## src/hdl/cvc_defines.vh

```
// constants for the chained vectored interrupt controller
`ifndef CVC_DEFINES_VH
`define CVC_DEFINES_VH

// ---------------------------------------------------------------
// channel counts
// ---------------------------------------------------------------
`define CVC_NUM_CH      32
`define CVC_UNIT_CH     16
`define CVC_UNIT_IW     4
`define CVC_WAKE_PINS   30
`define CVC_SYNC_STAGES 2

// ---------------------------------------------------------------
// channel positions in the combined source vector
// ---------------------------------------------------------------
`define CVC_CH_WDOG     0
`define CVC_CH_SOFT     1
`define CVC_CH_DBG_RX   2
`define CVC_CH_DBG_TX   3
`define CVC_CH_TMR0     4
`define CVC_CH_USB_HI   8
`define CVC_CH_USB_LO   9
`define CVC_CH_CLK      10
`define CVC_CH_MAC      11
`define CVC_CH_DMA      12
`define CVC_CH_CAN      13
`define CVC_CH_MOTOR    14
`define CVC_CH_ADC      15
`define CVC_CH_UART0    16
`define CVC_CH_TWI0     19
`define CVC_CH_SYNC_SERIAL_PORT     21
`define CVC_CH_LVW      23
`define CVC_CH_RTC      24
`define CVC_CH_WAKE_ALL 25
`define CVC_CH_WAKE_G0  26
`define CVC_CH_SPARE0   30

// ---------------------------------------------------------------
// wake pin layout: [5:0] port3 pins 2..7, then ports 5, 6, 7
// ---------------------------------------------------------------
`define CVC_WK_P3_LSB   0
`define CVC_WK_P3_W     6
`define CVC_WK_P5_LSB   6
`define CVC_WK_P6_LSB   14
`define CVC_WK_P7_LSB   22
`define CVC_WK_PORT_W   8

// ---------------------------------------------------------------
// reset values
// ---------------------------------------------------------------
`define CVC_SRC_RST     5'h00
`define CVC_VADDR_RST   32'h00000000

`endif

```

## src/hdl/cvc_top.v

```verilog
// chained vectored interrupt controller: two 16-channel units and a fast request
//
// Functional notes
// - 32 channels in; fast and vectored request out; fast has precedence.
// - two chained units; any primary request beats every secondary request.
// - any one of 32 sources may be routed to the fast request.
// - vectored request is the OR of all vectored channel requests.
// - channel 0 highest priority, channel 31 lowest.
// - firmware remaps sources to channels inside one unit only.
// - winner resolved; routine reads source identity and vector address.
// - firmware can force a request on any vectored channel.
// - five sources come from the wake-up unit, 27 from on-chip logic.
// - one wake request ORs 30 pins, clock interrupt and resume.
// - four wake requests each OR a group of eight sources.
// - primary channels 0-3: watchdog, firmware, debug receive, debug transmit.
// - channels 4-7 OR capture, compare and overflow of timers 0-3.
// - channels 8-15: bus high, bus low, clock, MAC, DMA, CAN, motor, ADC.
// - channels 16-23: three serial, two two-wire, two sync serial, voltage warning.
// - channel 24 ORs clock alarm, tamper and periodic interrupts.
`include "cvc_defines.vh"

module cvc_top #(
	parameter NCH = `CVC_NUM_CH,
	parameter UCH = `CVC_UNIT_CH,
	parameter UIW = `CVC_UNIT_IW
) (
	// clock and reset
	input  wire                 CLK,
	input  wire                 RST,
	// processor core and firmware sources
	input  wire                 WATCHDOG_UNIT_IRQ,
	input  wire                 FIRMWARE_IRQ,
	input  wire                 DEBUG_RX_IRQ,
	input  wire                 DEBUG_TX_IRQ,
	// timers, two capture and two compare events and one overflow per timer
	input  wire [7:0]           TIMER_CAPTURE_EVENT,
	input  wire [7:0]           TIMER_COMPARE_EVENT,
	input  wire [3:0]           TIMER_OVERFLOW,
	// primary unit peripherals
	input  wire                 USB_HI_IRQ,
	input  wire                 USB_LO_IRQ,
	input  wire                 CLOCK_CONTROL_UNIT_IRQ,
	input  wire                 MAC_IRQ,
	input  wire [7:0]           DMA_IRQ,
	input  wire                 CAN_IRQ,
	input  wire [7:0]           MOTOR_CONTROL_UNIT_IRQ,
	input  wire                 ADC_DONE_IRQ,
	// secondary unit peripherals
	input  wire [14:0]          UART_IRQ,
	input  wire [5:0]           TWI_IRQ,
	input  wire [1:0]           SYNC_SERIAL_PORT_IRQ,
	input  wire                 LOW_VOLTAGE_WARNING_IRQ,
	input  wire                 RTC_ALARM_IRQ,
	input  wire                 RTC_TAMPER_IRQ,
	input  wire                 RTC_PERIODIC_IRQ,
	input  wire [1:0]           SPARE_IRQ,
	// wake-up unit
	input  wire [29:0]          WAKE_PIN,
	input  wire                 WAKE_RTC,
	input  wire                 WAKE_RESUME,
	// firmware control
	input  wire [NCH-1:0]       SRC_ENABLE,
	input  wire [NCH-1:0]       FORCE_CH,
	input  wire                 FAST_EN,
	input  wire [4:0]           FAST_SEL,
	input  wire [UCH*UIW-1:0]   PRI_CHAN_MAP,
	input  wire [UCH*UIW-1:0]   SEC_CHAN_MAP,
	input  wire [31:0]          VECTOR_BASE,
	// requests to the processor
	output reg                  FAST_REQUEST_OUT,
	output reg                  VECTOR_REQUEST_OUT,
	output reg  [4:0]           ACTIVE_SOURCE,
	output reg  [31:0]          VECTOR_ADDR
);

	// ---------------------------------------------------------------
	// wake pin synchronisers
	// ---------------------------------------------------------------
	reg  [29:0] wake_meta_r;
	reg  [29:0] wake_sync_r;

	always @(posedge CLK or posedge RST) begin
		if (RST) begin
			wake_meta_r <= 30'h00000000;
			wake_sync_r <= 30'h00000000;
		end else begin
			wake_meta_r <= WAKE_PIN;
			wake_sync_r <= wake_meta_r;
		end
	end

	// ---------------------------------------------------------------
	// source vector
	// ---------------------------------------------------------------
	wire [NCH-1:0] src_raw;
	wire [3:0]     wake_grp;
	wire           wake_all;

	assign wake_all    = |wake_sync_r | WAKE_RTC | WAKE_RESUME;
	assign wake_grp[0] = |wake_sync_r[`CVC_WK_P3_LSB +: `CVC_WK_P3_W] | WAKE_RTC | WAKE_RESUME;
	assign wake_grp[1] = |wake_sync_r[`CVC_WK_P5_LSB +: `CVC_WK_PORT_W];
	assign wake_grp[2] = |wake_sync_r[`CVC_WK_P6_LSB +: `CVC_WK_PORT_W];
	assign wake_grp[3] = |wake_sync_r[`CVC_WK_P7_LSB +: `CVC_WK_PORT_W];

	assign src_raw[`CVC_CH_WDOG]   = WATCHDOG_UNIT_IRQ;
	assign src_raw[`CVC_CH_SOFT]   = FIRMWARE_IRQ;
	assign src_raw[`CVC_CH_DBG_RX] = DEBUG_RX_IRQ;
	assign src_raw[`CVC_CH_DBG_TX] = DEBUG_TX_IRQ;

	genvar t;
	generate
		for (t = 0; t < 4; t = t + 1) begin : g_tmr
			assign src_raw[`CVC_CH_TMR0 + t] = |TIMER_CAPTURE_EVENT[2*t +: 2] |
				|TIMER_COMPARE_EVENT[2*t +: 2] | TIMER_OVERFLOW[t];
		end
		for (t = 0; t < 3; t = t + 1) begin : g_uart
			assign src_raw[`CVC_CH_UART0 + t] = |UART_IRQ[5*t +: 5];
		end
		for (t = 0; t < 2; t = t + 1) begin : g_two
			assign src_raw[`CVC_CH_TWI0 + t]  = |TWI_IRQ[3*t +: 3];
			assign src_raw[`CVC_CH_SYNC_SERIAL_PORT + t]  = SYNC_SERIAL_PORT_IRQ[t];
			assign src_raw[`CVC_CH_SPARE0 + t] = SPARE_IRQ[t];
		end
		for (t = 0; t < 4; t = t + 1) begin : g_wake
			assign src_raw[`CVC_CH_WAKE_G0 + t] = wake_grp[t];
		end
	endgenerate

	assign src_raw[`CVC_CH_USB_HI]   = USB_HI_IRQ;
	assign src_raw[`CVC_CH_USB_LO]   = USB_LO_IRQ;
	assign src_raw[`CVC_CH_CLK]      = CLOCK_CONTROL_UNIT_IRQ;
	assign src_raw[`CVC_CH_MAC]      = MAC_IRQ;
	assign src_raw[`CVC_CH_DMA]      = |DMA_IRQ;
	assign src_raw[`CVC_CH_CAN]      = CAN_IRQ;
	assign src_raw[`CVC_CH_MOTOR]    = |MOTOR_CONTROL_UNIT_IRQ;
	assign src_raw[`CVC_CH_ADC]      = ADC_DONE_IRQ;
	assign src_raw[`CVC_CH_LVW]      = LOW_VOLTAGE_WARNING_IRQ;
	assign src_raw[`CVC_CH_RTC]      = RTC_ALARM_IRQ | RTC_TAMPER_IRQ | RTC_PERIODIC_IRQ;
	assign src_raw[`CVC_CH_WAKE_ALL] = wake_all;

	// ---------------------------------------------------------------
	// fast path and vectored gating
	// ---------------------------------------------------------------
	wire [NCH-1:0] src_en;
	wire [NCH-1:0] fast_mask;
	wire [NCH-1:0] vec_src;
	wire           fast_req;

	// levels only: nothing latched, a source clearing drops the request
	assign src_en    = src_raw & SRC_ENABLE;
	assign fast_mask = FAST_EN ? ({{(NCH-1){1'b0}}, 1'b1} << FAST_SEL) : {NCH{1'b0}};
	assign fast_req  = |(src_en & fast_mask);
	// a source owned by the fast path never also raises a vectored request
	assign vec_src   = src_en & ~fast_mask;

	// ---------------------------------------------------------------
	// primary and secondary units
	// ---------------------------------------------------------------
	wire           pri_any;
	wire           sec_any;
	wire [UIW-1:0] pri_ch;
	wire [UIW-1:0] sec_ch;
	wire [UIW-1:0] pri_src;
	wire [UIW-1:0] sec_src;

	cvc_vec_unit #(.N(UCH), .IW(UIW)) u_primary_vector_unit (
		.src      (vec_src[UCH-1:0]),
		.chan_map (PRI_CHAN_MAP),
		.force_ch (FORCE_CH[UCH-1:0]),
		.any_req  (pri_any),
		.win_ch   (pri_ch),
		.win_src  (pri_src)
	);

	cvc_vec_unit #(.N(UCH), .IW(UIW)) u_secondary_vector_unit (
		.src      (vec_src[NCH-1:UCH]),
		.chan_map (SEC_CHAN_MAP),
		.force_ch (FORCE_CH[NCH-1:UCH]),
		.any_req  (sec_any),
		.win_ch   (sec_ch),
		.win_src  (sec_src)
	);

	// ---------------------------------------------------------------
	// chain resolve and output registers
	// ---------------------------------------------------------------
	wire        sel_sec;
	wire [4:0]  win_chan;
	wire [4:0]  src_nxt;
	wire [31:0] vaddr_nxt;

	assign sel_sec   = ~pri_any;
	assign win_chan  = sel_sec ? {1'b1, sec_ch} : {1'b0, pri_ch};
	assign src_nxt   = sel_sec ? {1'b1, sec_src} : {1'b0, pri_src};
	assign vaddr_nxt = VECTOR_BASE + {25'h0000000, win_chan, 2'h0};

	always @(posedge CLK or posedge RST) begin
		if (RST) begin
			FAST_REQUEST_OUT   <= 1'b0;
			VECTOR_REQUEST_OUT <= 1'b0;
			ACTIVE_SOURCE      <= `CVC_SRC_RST;
			VECTOR_ADDR        <= `CVC_VADDR_RST;
		end else begin
			FAST_REQUEST_OUT   <= fast_req;
			VECTOR_REQUEST_OUT <= pri_any | sec_any;
			// identity and address hold the last winner once requests drop
			if (pri_any | sec_any) begin
				ACTIVE_SOURCE <= src_nxt;
				VECTOR_ADDR   <= vaddr_nxt;
			end
		end
	end

endmodule // cvc_top

```

## src/hdl/cvc_vec_unit.v

```verilog
// one 16-channel vectored unit: remap, force and priority resolve
`include "cvc_defines.vh"

module cvc_vec_unit #(
	parameter N  = `CVC_UNIT_CH,
	parameter IW = `CVC_UNIT_IW
) (
	input  wire [N-1:0]    src,
	input  wire [N*IW-1:0] chan_map,
	input  wire [N-1:0]    force_ch,
	output reg             any_req,
	output reg  [IW-1:0]   win_ch,
	output reg  [IW-1:0]   win_src
);

	wire [N-1:0] chan_req;
	integer      k;

	// ---------------------------------------------------------------
	// per channel source selection
	// ---------------------------------------------------------------
	genvar c;
	generate
		for (c = 0; c < N; c = c + 1) begin : g_ch
			// any source may sit on any channel of this unit
			assign chan_req[c] = src[chan_map[c*IW +: IW]] | force_ch[c];
		end
	endgenerate

	// ---------------------------------------------------------------
	// lowest channel index wins
	// ---------------------------------------------------------------
	always @* begin
		any_req = |chan_req;
		win_ch  = {IW{1'b0}};
		win_src = {IW{1'b0}};
		for (k = N - 1; k >= 0; k = k - 1) begin
			if (chan_req[k]) begin
				win_ch  = k[IW-1:0];
				win_src = chan_map[k*IW +: IW];
			end
		end
	end

endmodule // cvc_vec_unit

```

## config.mk

```make
export PLATFORM = sky130hd
export DESIGN_NAME = cvc_top
export DESIGN_NICKNAME = d
export VERILOG_FILES = /design/src/hdl/cvc_top.v /design/src/hdl/cvc_vec_unit.v
export VERILOG_INCLUDE_DIRS = /design/src /design/src/hdl
export SDC_FILE = /design/constraint.sdc
export NUM_CORES = 1
export LEC_CHECK = 0
export ABC_AREA = 1
export BUFFER_PORTS_ARGS = -buffer_cell sky130_fd_sc_hd__buf_2
export CAP_MARGIN = 20
export CORE_UTILIZATION = 40
export CTS_BUF_LIST = sky130_fd_sc_hd__clkbuf_8
export DETAILED_ROUTE_END_ITERATION = 10
export GPL_TIMING_DRIVEN = 0
export PLACE_DENSITY_LB_ADDON = 0.3
export SETUP_SLACK_MARGIN = 0.15
export SYNTH_ARGS = -nofsm -noshare
export SYNTH_HDL_FRONTEND = slang
export SYNTH_HIERARCHICAL = 1
export SYNTH_SLANG_ARGS = --single-unit
```

## constraint.sdc

```tcl
create_clock -name CLK -period 4.3 [get_ports CLK]
set_input_delay 0.86 -clock CLK [delete_from_list [all_inputs] [get_ports CLK]]
set_output_delay 0.86 -clock CLK [all_outputs]
set_load 0.02 [all_outputs]
```

# Word-level counts from Yosys, hierarchy flattened
# Index checks and enable logic that the tools add are counted.
totals:
  register_bits: 99
  latchBits: 0
  ramBits: 0
  mem_bits_ro: 0
  input_bits: 339
  out_inout_bits: 39
  wordCells: 245
  n_memories: 0
classes:
  addsub: 1
  mul: 0
  div: 0
  magnitude_cmp: 32
  n_eq_ne: 0
  shift: 1
  muxes: 131
  bitwise_logic: 51
  n_reduce_logical: 23
ops:
  columns: ["op", "count"]
  rows:
  - ["$mux 4", 64]
  - ["$lt 4x5->1 const B", 32]
  - ["$bmux 1 s4", 32]
  - ["$and 32x32->32", 3]
  - ["$or 1x1->1", 47]
  - ["$reduce_or 8->1", 5]
  - ["$add 32x7->32", 1]
  - ["$mux 1", 32]
  - ["$mux 32", 1]
  - ["$not 32->32", 1]
  - ["$reduce_or 16->1", 2]
  - ["$reduce_or 32->1", 1]
  - ["$shl 1x5->32 const A", 1]
  - ["$reduce_or 30->1", 1]
  - ["$reduce_or 2->1", 8]
  - ["$reduce_or 5->1", 3]
  - ["$mux 5", 2]
  - ["$reduce_or 3->1", 2]
  - ["$reduce_or 6->1", 1]

# Longest topological paths before layout
# Gate-level depths: netlist of the first run.
depth:
  ltp_word: 26
  mapped_depth: 36
  ltp_nobuf: 36

# Modules after synthesis
# Netlist of the first run, hierarchy kept.
by_module_without_submodules:
  columns: ["module", "n_inst", "cells_each", "area_each_um2", "seq_area_each_um2"]
  rows:
  - ["cvc_vec_unit", 2, 659, 3251.9, 0.0]
  - ["cvc_top", 1, 669, 5146.2, 2477.4]

# Worst setup path after synthesis of the first run
# OpenSTA, ideal clock, no wires.
synth_path:
  path_kind: "input to register"
  start: "in FAST_SEL[1]"
  end: "reg VECTOR_ADDR[28]"
  setup_ns: 0.117
  arrival_time_ns: 4.332
  required_time_ns: 4.183
  path_slack_ns: -0.150
  cell_stages: 30
  path_buffers: 3
  path_cell_list: "buf_4 -> nor2_2 -> nand3_1 -> nor2_1 -> nor2_1 -> clkbuf_1 -> o21ai_0 -> nand2_1 -> o221ai_1 -> nand3b_1 -> nor2_1 -> nand2_1 -> nor2_1 -> nand2_1 -> buf_2 -> clkinv_1 -> nand2_1 -> nand2_1 -> ha_1 -> fa_1 -> nand3_1 -> nand2_1 -> nand2_1 -> nand2_2 -> nand2_2 -> clkinv_1 -> nand3b_1 -> nand2_1 -> nand2_1 -> nand2_1"
synth_between:
  word_cells_on_any_way: 137
  classes_between: "add/sub: 1; shift: 1; mux: 98; bitwise: 35; reduce/logical: 2"
synth_lines:
  columns: ["element", "line", "rtl"]
  rows:
  - ["from (decl)", "cvc_top.v:65", "input wire [4:0] FAST_SEL,"]
  - ["$shl 1x5->32 (*)", "cvc_top.v:151", "assign fast_mask = FAST_EN ? ({{(NCH-1){1'b0}}, 1'b1} << FAST_SEL) : {NCH{1'b0}};"]
  - ["$mux 32 (*)", "cvc_top.v:151", null]
  - ["$not 32->32 (*)", "cvc_top.v:154", "assign vec_src = src_en & ~fast_mask;"]
  - ["$and 32x32->32 (*)", "cvc_top.v:154", null]
  - ["named net vec_src[12]", "cvc_top.v:146", "wire [NCH-1:0] vec_src;"]
  - ["$bmux 1 s4", "cvc_vec_unit.v:26", "assign chan_req[c] = src[chan_map[c*IW +: IW]] | force_ch[c];"]
  - ["$mux 1 (implied by the code)", "cvc_vec_unit.v:26", null]
  - ["$or 1x1->1", "cvc_vec_unit.v:26", null]
  - ["$reduce_or 16->1 (*)", "cvc_vec_unit.v:34", "any_req = |chan_req;"]
  - ["named net pri_any", "cvc_top.v:159", "wire pri_any;"]
  - ["$mux 5", "cvc_top.v:193", "assign win_chan = sel_sec ? {1'b1, sec_ch} : {1'b0, pri_ch};"]
  - ["$add 32x7->32", "cvc_top.v:195", "assign vaddr_nxt = VECTOR_BASE + {25'h0000000, win_chan, 2'h0};"]
  - ["to (signal assigned)", "cvc_top.v:202", "VECTOR_ADDR <= `CVC_VADDR_RST;"]
  - ["to (signal assigned)", "cvc_top.v:209", "VECTOR_ADDR <= vaddr_nxt;"]
  - ["to (decl)", "cvc_top.v:73", "output reg [31:0] VECTOR_ADDR"]
# The timed path passes the listed nets; every way through them passes the cells marked *. The select of a mux whose other input is x is not followed.
# A chain may end at the register's enable or synchronous reset.

# Worst setup path after layout of the first run
layout_path:
  start: "in FAST_EN"
  end: "reg VECTOR_ADDR[20]"
layout_between:
  elab_chain_len: 24
  word_cells_on_any_way: 136
  classes_between: "add/sub: 1; mux: 98; bitwise: 35; reduce/logical: 2"
layout_lines:
  columns: ["element", "line", "rtl"]
  rows:
  - ["from (decl)", "cvc_top.v:64", "input wire FAST_EN,"]
  - ["$mux 32 (*)", "cvc_top.v:151", null]
  - ["$not 32->32 (*)", "cvc_top.v:154", null]
  - ["$and 32x32->32 (*)", "cvc_top.v:154", null]
  - ["named net vec_src[15]", "cvc_top.v:146", null]
  - ["$bmux 1 s4", "cvc_vec_unit.v:26", null]
  - ["$mux 1 (implied by the code)", "cvc_vec_unit.v:26", null]
  - ["$or 1x1->1", "cvc_vec_unit.v:26", null]
  - ["$mux 4 (15 in series)", "cvc_vec_unit.v:38", "if (chan_req[k]) begin"]
  - ["$mux 4 (*)", "cvc_vec_unit.v:38", null]
  - ["named net pri_ch[0]", "cvc_top.v:161", "wire [UIW-1:0] pri_ch;"]
  - ["$mux 5 (*)", "cvc_top.v:193", null]
  - ["$add 32x7->32 (*)", "cvc_top.v:195", null]
# Marked as above.

==> results of run 1 <==
[power by group through the flow]
stage | Sequential (mW) | Clock [mW] | Combinational [mW]
2_1_floorplan | 1.05 | 0 | 0.721
3_3_place_gp | 1.02 | 0 | 1.19
3_5_place_dp | 1.03 | 0 | 1.21
4_1_cts | 1.01 | 0.616 | 1.39
5_1_grt | 1.01 | 0.653 | 1.65
6_report | 1.01 | 0.598 | 1.53
[Yosys cell counts, types with 7 or more instances]
cell type,instances
dfrtp_1,99
nand3b_2,8
inv_2,31
nand3_2,25
nand2_2,9
nor2_1,163
nand2_1,477
nand4_1,19
nor3_1,7
inv_1,178
o221ai_1,10
o21ai_0,173
a21oi_1,273
buf_2,36
clkbuf_1,47
buf_4,12
o211ai_1,64
a31oi_1,10
nand3_1,219
a21oi_2,9
o21ai_1,33
nand3b_1,8
[routing by layer]
metal  routed length [um]  vias up  GRT usage
met4                 2030        6      0.145
met5                   41        -          0
met1                21000     7363      0.424
met2                23600      925      0.535
met3                 5700      144     0.0750
li1                     -     7742          -
[worst reg2reg max path: cells and delay by family (launching register included)]
family	cells	cell delay [ns]
AO/OA/AOI/OAI	9	1.05
adder cells (fa/ha/maj)	2	0.34
buffers and inverters	4	0.52
flip-flops	1	0.38
AND/OR/NAND/NOR	18	1.78
[what timing repair did]
action                     CTS  global route
gates cloned                 4             2
resized for setup          218           126
pin swaps                   91            79
hold endpoints to repair     0             0
setup buffers               80            51
setup endpoints to repair   37            37
hold buffers                 0             0
[registers in the layout (all words and copies together), names as in the netlist]
signal              count
FAST_REQUEST_OUT        1
wake_sync_r            30
VECTOR_REQUEST_OUT      1
ACTIVE_SOURCE           5
VECTOR_ADDR            32
wake_meta_r            30
[cells by family after synthesis]
logic type | share of synthesized area
compound gates | 0.284
xor+xnor | 0.00677
fa+ha+maj | 0.00709
buf+inv | 0.114
flops | 0.213
simple gates | 0.375
[stage by stage]
stage	hold WS (ns)	area, um^2
detailed placement	0.335	14100
CTS	0.353	15900
floorplan	0.331	11900
global placement	0.332	14100
global route	0.350	16800
finish	0.350	16800
[cell type report]
| type | count | share of cell area |
|---|---|---|
| Sequential cell | 99 | 0.148 |
| Buffer | 100 | 0.0425 |
| Timing Repair Buffer | 485 | 0.183 |
| Clock inverter | 7 | 0.00515 |
| Tap cell | 384 | 0.0286 |
| Multi-Input combinational cell | 1572 | 0.530 |
| Inverter | 216 | 0.0554 |
| Antenna cell | 7 | 0.00104 |
| Clock buffer | 9 | 0.00738 |
[how the worst max path moves through the flow]
| stage | startpoint | end | slack (ns) |
|---|---|---|---|
| detailed placement | FAST_SEL[4] | VECTOR_ADDR[30] | -1.31 |
| global placement | TIMER_COMPARE_EVENT[7] | VECTOR_ADDR[30] | -1.28 |
| finish | FAST_EN | VECTOR_ADDR[20] | -0.09 |
| CTS | FAST_SEL[1] | VECTOR_ADDR[20] | 0.02 |
| floorplan | FAST_SEL[1] | VECTOR_ADDR[28] | 0.11 |
| global route | FAST_EN | VECTOR_ADDR[30] | -0.25 |
==> out/results.ini, run 1 <==
[synthesis]
syn_area_per_cell_um2 = 5.86
yosysTopAreaCellShare = 0.213
synth-main-ff-cell = dfrtp_1
syn_area_um2 = 11600
synthTopCellsByArea = dfrtp_1 (21%), nand2_1 (15%), a21oi_1 (12%)
synth_cells = 1987
ys_types = 49
ys_seq_area_frac = 0.213
ys_ff_latch = 99
synth_warnings = 6
yosysTopAreaCell = dfrtp_1
ys_async_sr_fraction = 1.00
synth_edf_count = 0
synth_fp_nets = 2332

[global_routing]
track_usage = 0.332
grt_pass1_wl_um = 78800
grt_overflow = 0
grt_max_degree = 66
grt_antenna_before_repair = 9
grt_pass1_vias = 15100

[final_layout]
final_common_cell = nand2_1
syn_to_final_growth_pct = 44.0
multi_input_area_um2 = 8890
regArea_um2 = 2480
final_util = 0.584
layout.nets = 2828
fillers = 2814
layout.cells.non_filler = 2879
drive_above_1_share = 0.338
layout_common_cells = nand2_1 (455), buf_2 (363), a21oi_1 (258), nand3_1 (204), inv_1 (162)

[worst_setup_path]
startpoint_type = input pin
rr_worst_depth = 33
setup.worst_path.class = input pin to flip-flop
crit_fanout = 8
worst-path-stages = 35
r2r_start = wake_sync_r[19]
r2r_end = VECTOR_ADDR[20]
crit_arrival_ns = 4.66
slowest_delay_ns = 0.24
crit_path_top_delay_cell = a21oi_2
cp_top_family = simple AND/OR/NAND/NOR gates
ff2ff_setup_slack_ns = 0.13
end_kind = flip-flop
critPathBufInv = 7
worstPathRequired_ns = 4.57

[sta]
slew_violations = 0
setup_ws_ns = -0.0913
period_share = 1.02
slew_headroom = 0.597
skew_ns = 0.0131
finalHoldViolCount = 0
rsz0062_at_grt = true
tightest_slew_ns = 0.604
fin_crit_ns = 4.39
fin_setup_tns_ns = -0.638
setup_viol = 14
fmaxAchievable_mhz = 228

[routing]
first_pass_iters = 6
drt-initial-drc-count = 1684
ant_nets = 0
drc = 0
routed-via-count = 16200
wirelength_um = 52300
viasPerCell = 5.62
post_drt_wl_per_cell_um = 18.2

[floorplanning]
start_util = 0.406
ios = 378
die_area_um2 = 29800
core_area_um2 = 28700
die_x_um = 173
dieHeight_um = 173
num_rows = 62

[power]
max-vdd-ir-drop_mv = 0.384
sw_frac_of_total = 0.421
power.share.sequential = 0.322
leakage_nw = 8.05
clockPowerShare = 0.191
power_density_nw_per_um2 = 187
comb_power_share = 0.487
power_mw = 3.13
p_sw_mw = 1.32
internal-power_mw = 1.82

[clock_network]
numCtsBuffers = 9
cts_tree = built
path_clk_slew_ns = 0.10
clkLatencyLatePin_ns = 0.38
h-tree-depth = 3
clk_path_buf_depth = 2
cts.sinks = 99
cts_root_buffer = clkbuf_8

[job]
max_cap_viol_count = 0

[place]
dpl.cell_count = 2719
dp_hpwl_um = 38300
portBuffers = 347
gp_congestion = 0.976
dp_slack_ns = -1.31

[hold_path]
hold_start = wake_meta_r[5]
hold_depth = 0
holdPathEnd = wake_sync_r[5]
min_path_type = flip-flop to flip-flop

[run_status]
violations = setup timing
outcome = finished, violations left

Power figures use the tool's default switching activity.
==> run 2, diff against run 1 <==
CELL_PAD_IN_SITES_DETAIL_PLACEMENT = 2   (was default)
CELL_PAD_IN_SITES_GLOBAL_PLACEMENT = 2   (was default)
CORE_UTILIZATION = 26   (was 40)
HOLD_SLACK_MARGIN = 0.1   (was default)
==> run 2 against run 1 <==
Net effect:
- the flow still finishes with violations (setup timing)
- combinational power up 14%
- register-to-register slack worse by 0.15 ns
- critical path depth down 3
- hold slack better by 0.0037 ns
- critical endpoint is now VECTOR_ADDR[17]
- largest cell class unchanged
- largest power group unchanged
==> out/results.ini, run 2 (synthesized netlist as in run 1, its figures left out) <==
[run_status]
outcome = finished, violations left
violations = setup timing

[final_layout]
fillers = 5277
syn_to_final_growth_pct = 54.1
drive_above_1_share = 0.377
layout.cells.non_filler = 3137
layout.nets = 2884
final_util = 0.406
top_register = VECTOR_ADDR
reg.largest.list = VECTOR_ADDR: 32 flops, wake_meta_r: 30 flops, wake_sync_r: 30 flops
stdcell_area_um2 = 18000
final_common_cell = nand2_1
largest_reg_flops = 32
layout_common_cells = nand2_1 (439), buf_2 (366), a21oi_1 (242), nand3_1 (186), inv_1 (159)

[worst_setup_path]
worst-path-stages = 32
setup.worst_path.end = VECTOR_ADDR[17]
startpoint_type = input pin
ff2ff_setup_slack_ns = -0.02
rr_worst_depth = 33
worstPathRequired_ns = 4.61
end_kind = flip-flop
critPathLaunch = FAST_SEL[3]
crit_fanout = 7
slowest_delay_ns = 0.31
setup.worst_path.class = input pin to flip-flop
critPathBufInv = 9
crit_arrival_ns = 5.13
cp_top_family = simple AND/OR/NAND/NOR gates
r2r_start = wake_sync_r[17]
r2r_end = VECTOR_ADDR[18]
crit_path_top_delay_cell = ha_4

[sta]
rsz0062_at_grt = true
tightest_slew_ns = 0.731
slew_violations = 0
slew_headroom = 0.513
period_share = 1.12
skew_ns = 0.0337
fin_crit_ns = 4.82
setup_ws_ns = -0.523
fmaxAchievable_mhz = 207
finalHoldViolCount = 0
setup_viol = 30

[power]
power_mw = 3.45
leakage_nw = 8.47
power_density_nw_per_um2 = 192
max-vdd-ir-drop_mv = 0.220

[floorplanning]
ios = 378
die_x_um = 214
dieHeight_um = 214
start_util = 0.263
core_area_um2 = 44200
die_area_um2 = 45700
num_rows = 77

[clock_network]
cts.sinks = 99
clkLatencyLatePin_ns = 0.38
numCtsBuffers = 9
h-tree-depth = 3
cts_tree = built
path_clk_slew_ns = 0.10
hold_buffers = 0
cts_root_buffer = clkbuf_8
clk_path_buf_depth = 2

[job]
max_cap_viol_count = 0

[routing]
drt-initial-drc-count = 921
post_drt_wl_per_cell_um = 24.7
routed-via-count = 17400
viasPerCell = 5.54
ant_nets = 0
first_pass_iters = 4
wirelength_um = 77500
drc = 0

[global_routing]
track_usage = 0.301
grt_pass1_vias = 18100
grt_pass1_wl_um = 105000
grt_overflow = 0
grt_antenna_before_repair = 6
grt_max_degree = 72

[place]
placed_area_um2 = 14400
gp_congestion = 0.937
portBuffers = 347
dp_slack_ns = -1.77
dpl.cell_count = 2927
dp_hpwl_um = 51200

[hold_path]
min_path_type = flip-flop to flip-flop

[run 2: how the worst min path moves through the flow]
| stage | slack, ns | to | cells past startpoint | start |
|---|---|---|---|---|
| 6_report | 0.35 | wake_sync_r[26] | 0 | wake_meta_r[26] |
| 3_5_place_dp | 0.34 | wake_sync_r[26] | 0 | wake_meta_r[26] |
| 3_3_place_gp | 0.33 | wake_sync_r[26] | 0 | wake_meta_r[26] |
| 4_1_cts | 0.36 | wake_sync_r[26] | 0 | wake_meta_r[26] |
| 2_1_floorplan | 0.33 | wake_sync_r[0] | 0 | wake_meta_r[0] |
| 5_1_grt | 0.36 | wake_sync_r[29] | 0 | wake_meta_r[29] |
[run 2: per-layer routing]
metal,routed length (um),GRT usage,up-vias
met5,67,0,-
met4,2700,0.0901,10
met3,4540,0.0420,156
met2,38200,0.525,618
met1,31900,0.383,8759
li1,-,-,7825
[run 2: metrics by stage]
stage                     hold slack, ns  TNS (ns)
final                              0.354    -10.92
after global routing               0.362    -14.81
after CTS                          0.357     -1.21
after detailed placement           0.337    -48.16
after global placement             0.332    -64.61
after floorplan                    0.331         0
[run 2: layout make-up]
cell class	instances	area, um^2	area share
multi-input cells	1572	9220	0.513
repair buffers	540	3550	0.198
flip-flops and latches	99	2480	0.138
inverters	216	961	0.0535
plain buffers	100	779	0.0434
well taps	592	741	0.0413
clock buffers	9	124	0.00690
clock inverters	7	100	0.00557
repair inverters	1	6.26	0.000348
diodes	1	2.50	0.000139
[run 2: what timing repair did]
action | 4_1_cts | 5_1_grt
setup endpoints to repair | 37 | 37
gates resized for setup | 311 | 171
buffers inserted | 136 | 54
cloned | 1 | 2
pin swaps | 119 | 86
[run 2: power by group]
group | switching [mW] | total, mW | internal, mW | leakage (nW)
Sequential | 0.0282 | 1.01 | 0.983 | 1.16
Combinational | 1.10 | 1.75 | 0.650 | 7.20
Clock | 0.360 | 0.695 | 0.334 | 0.114
Total | 1.49 | 3.45 | 1.97 | 8.47
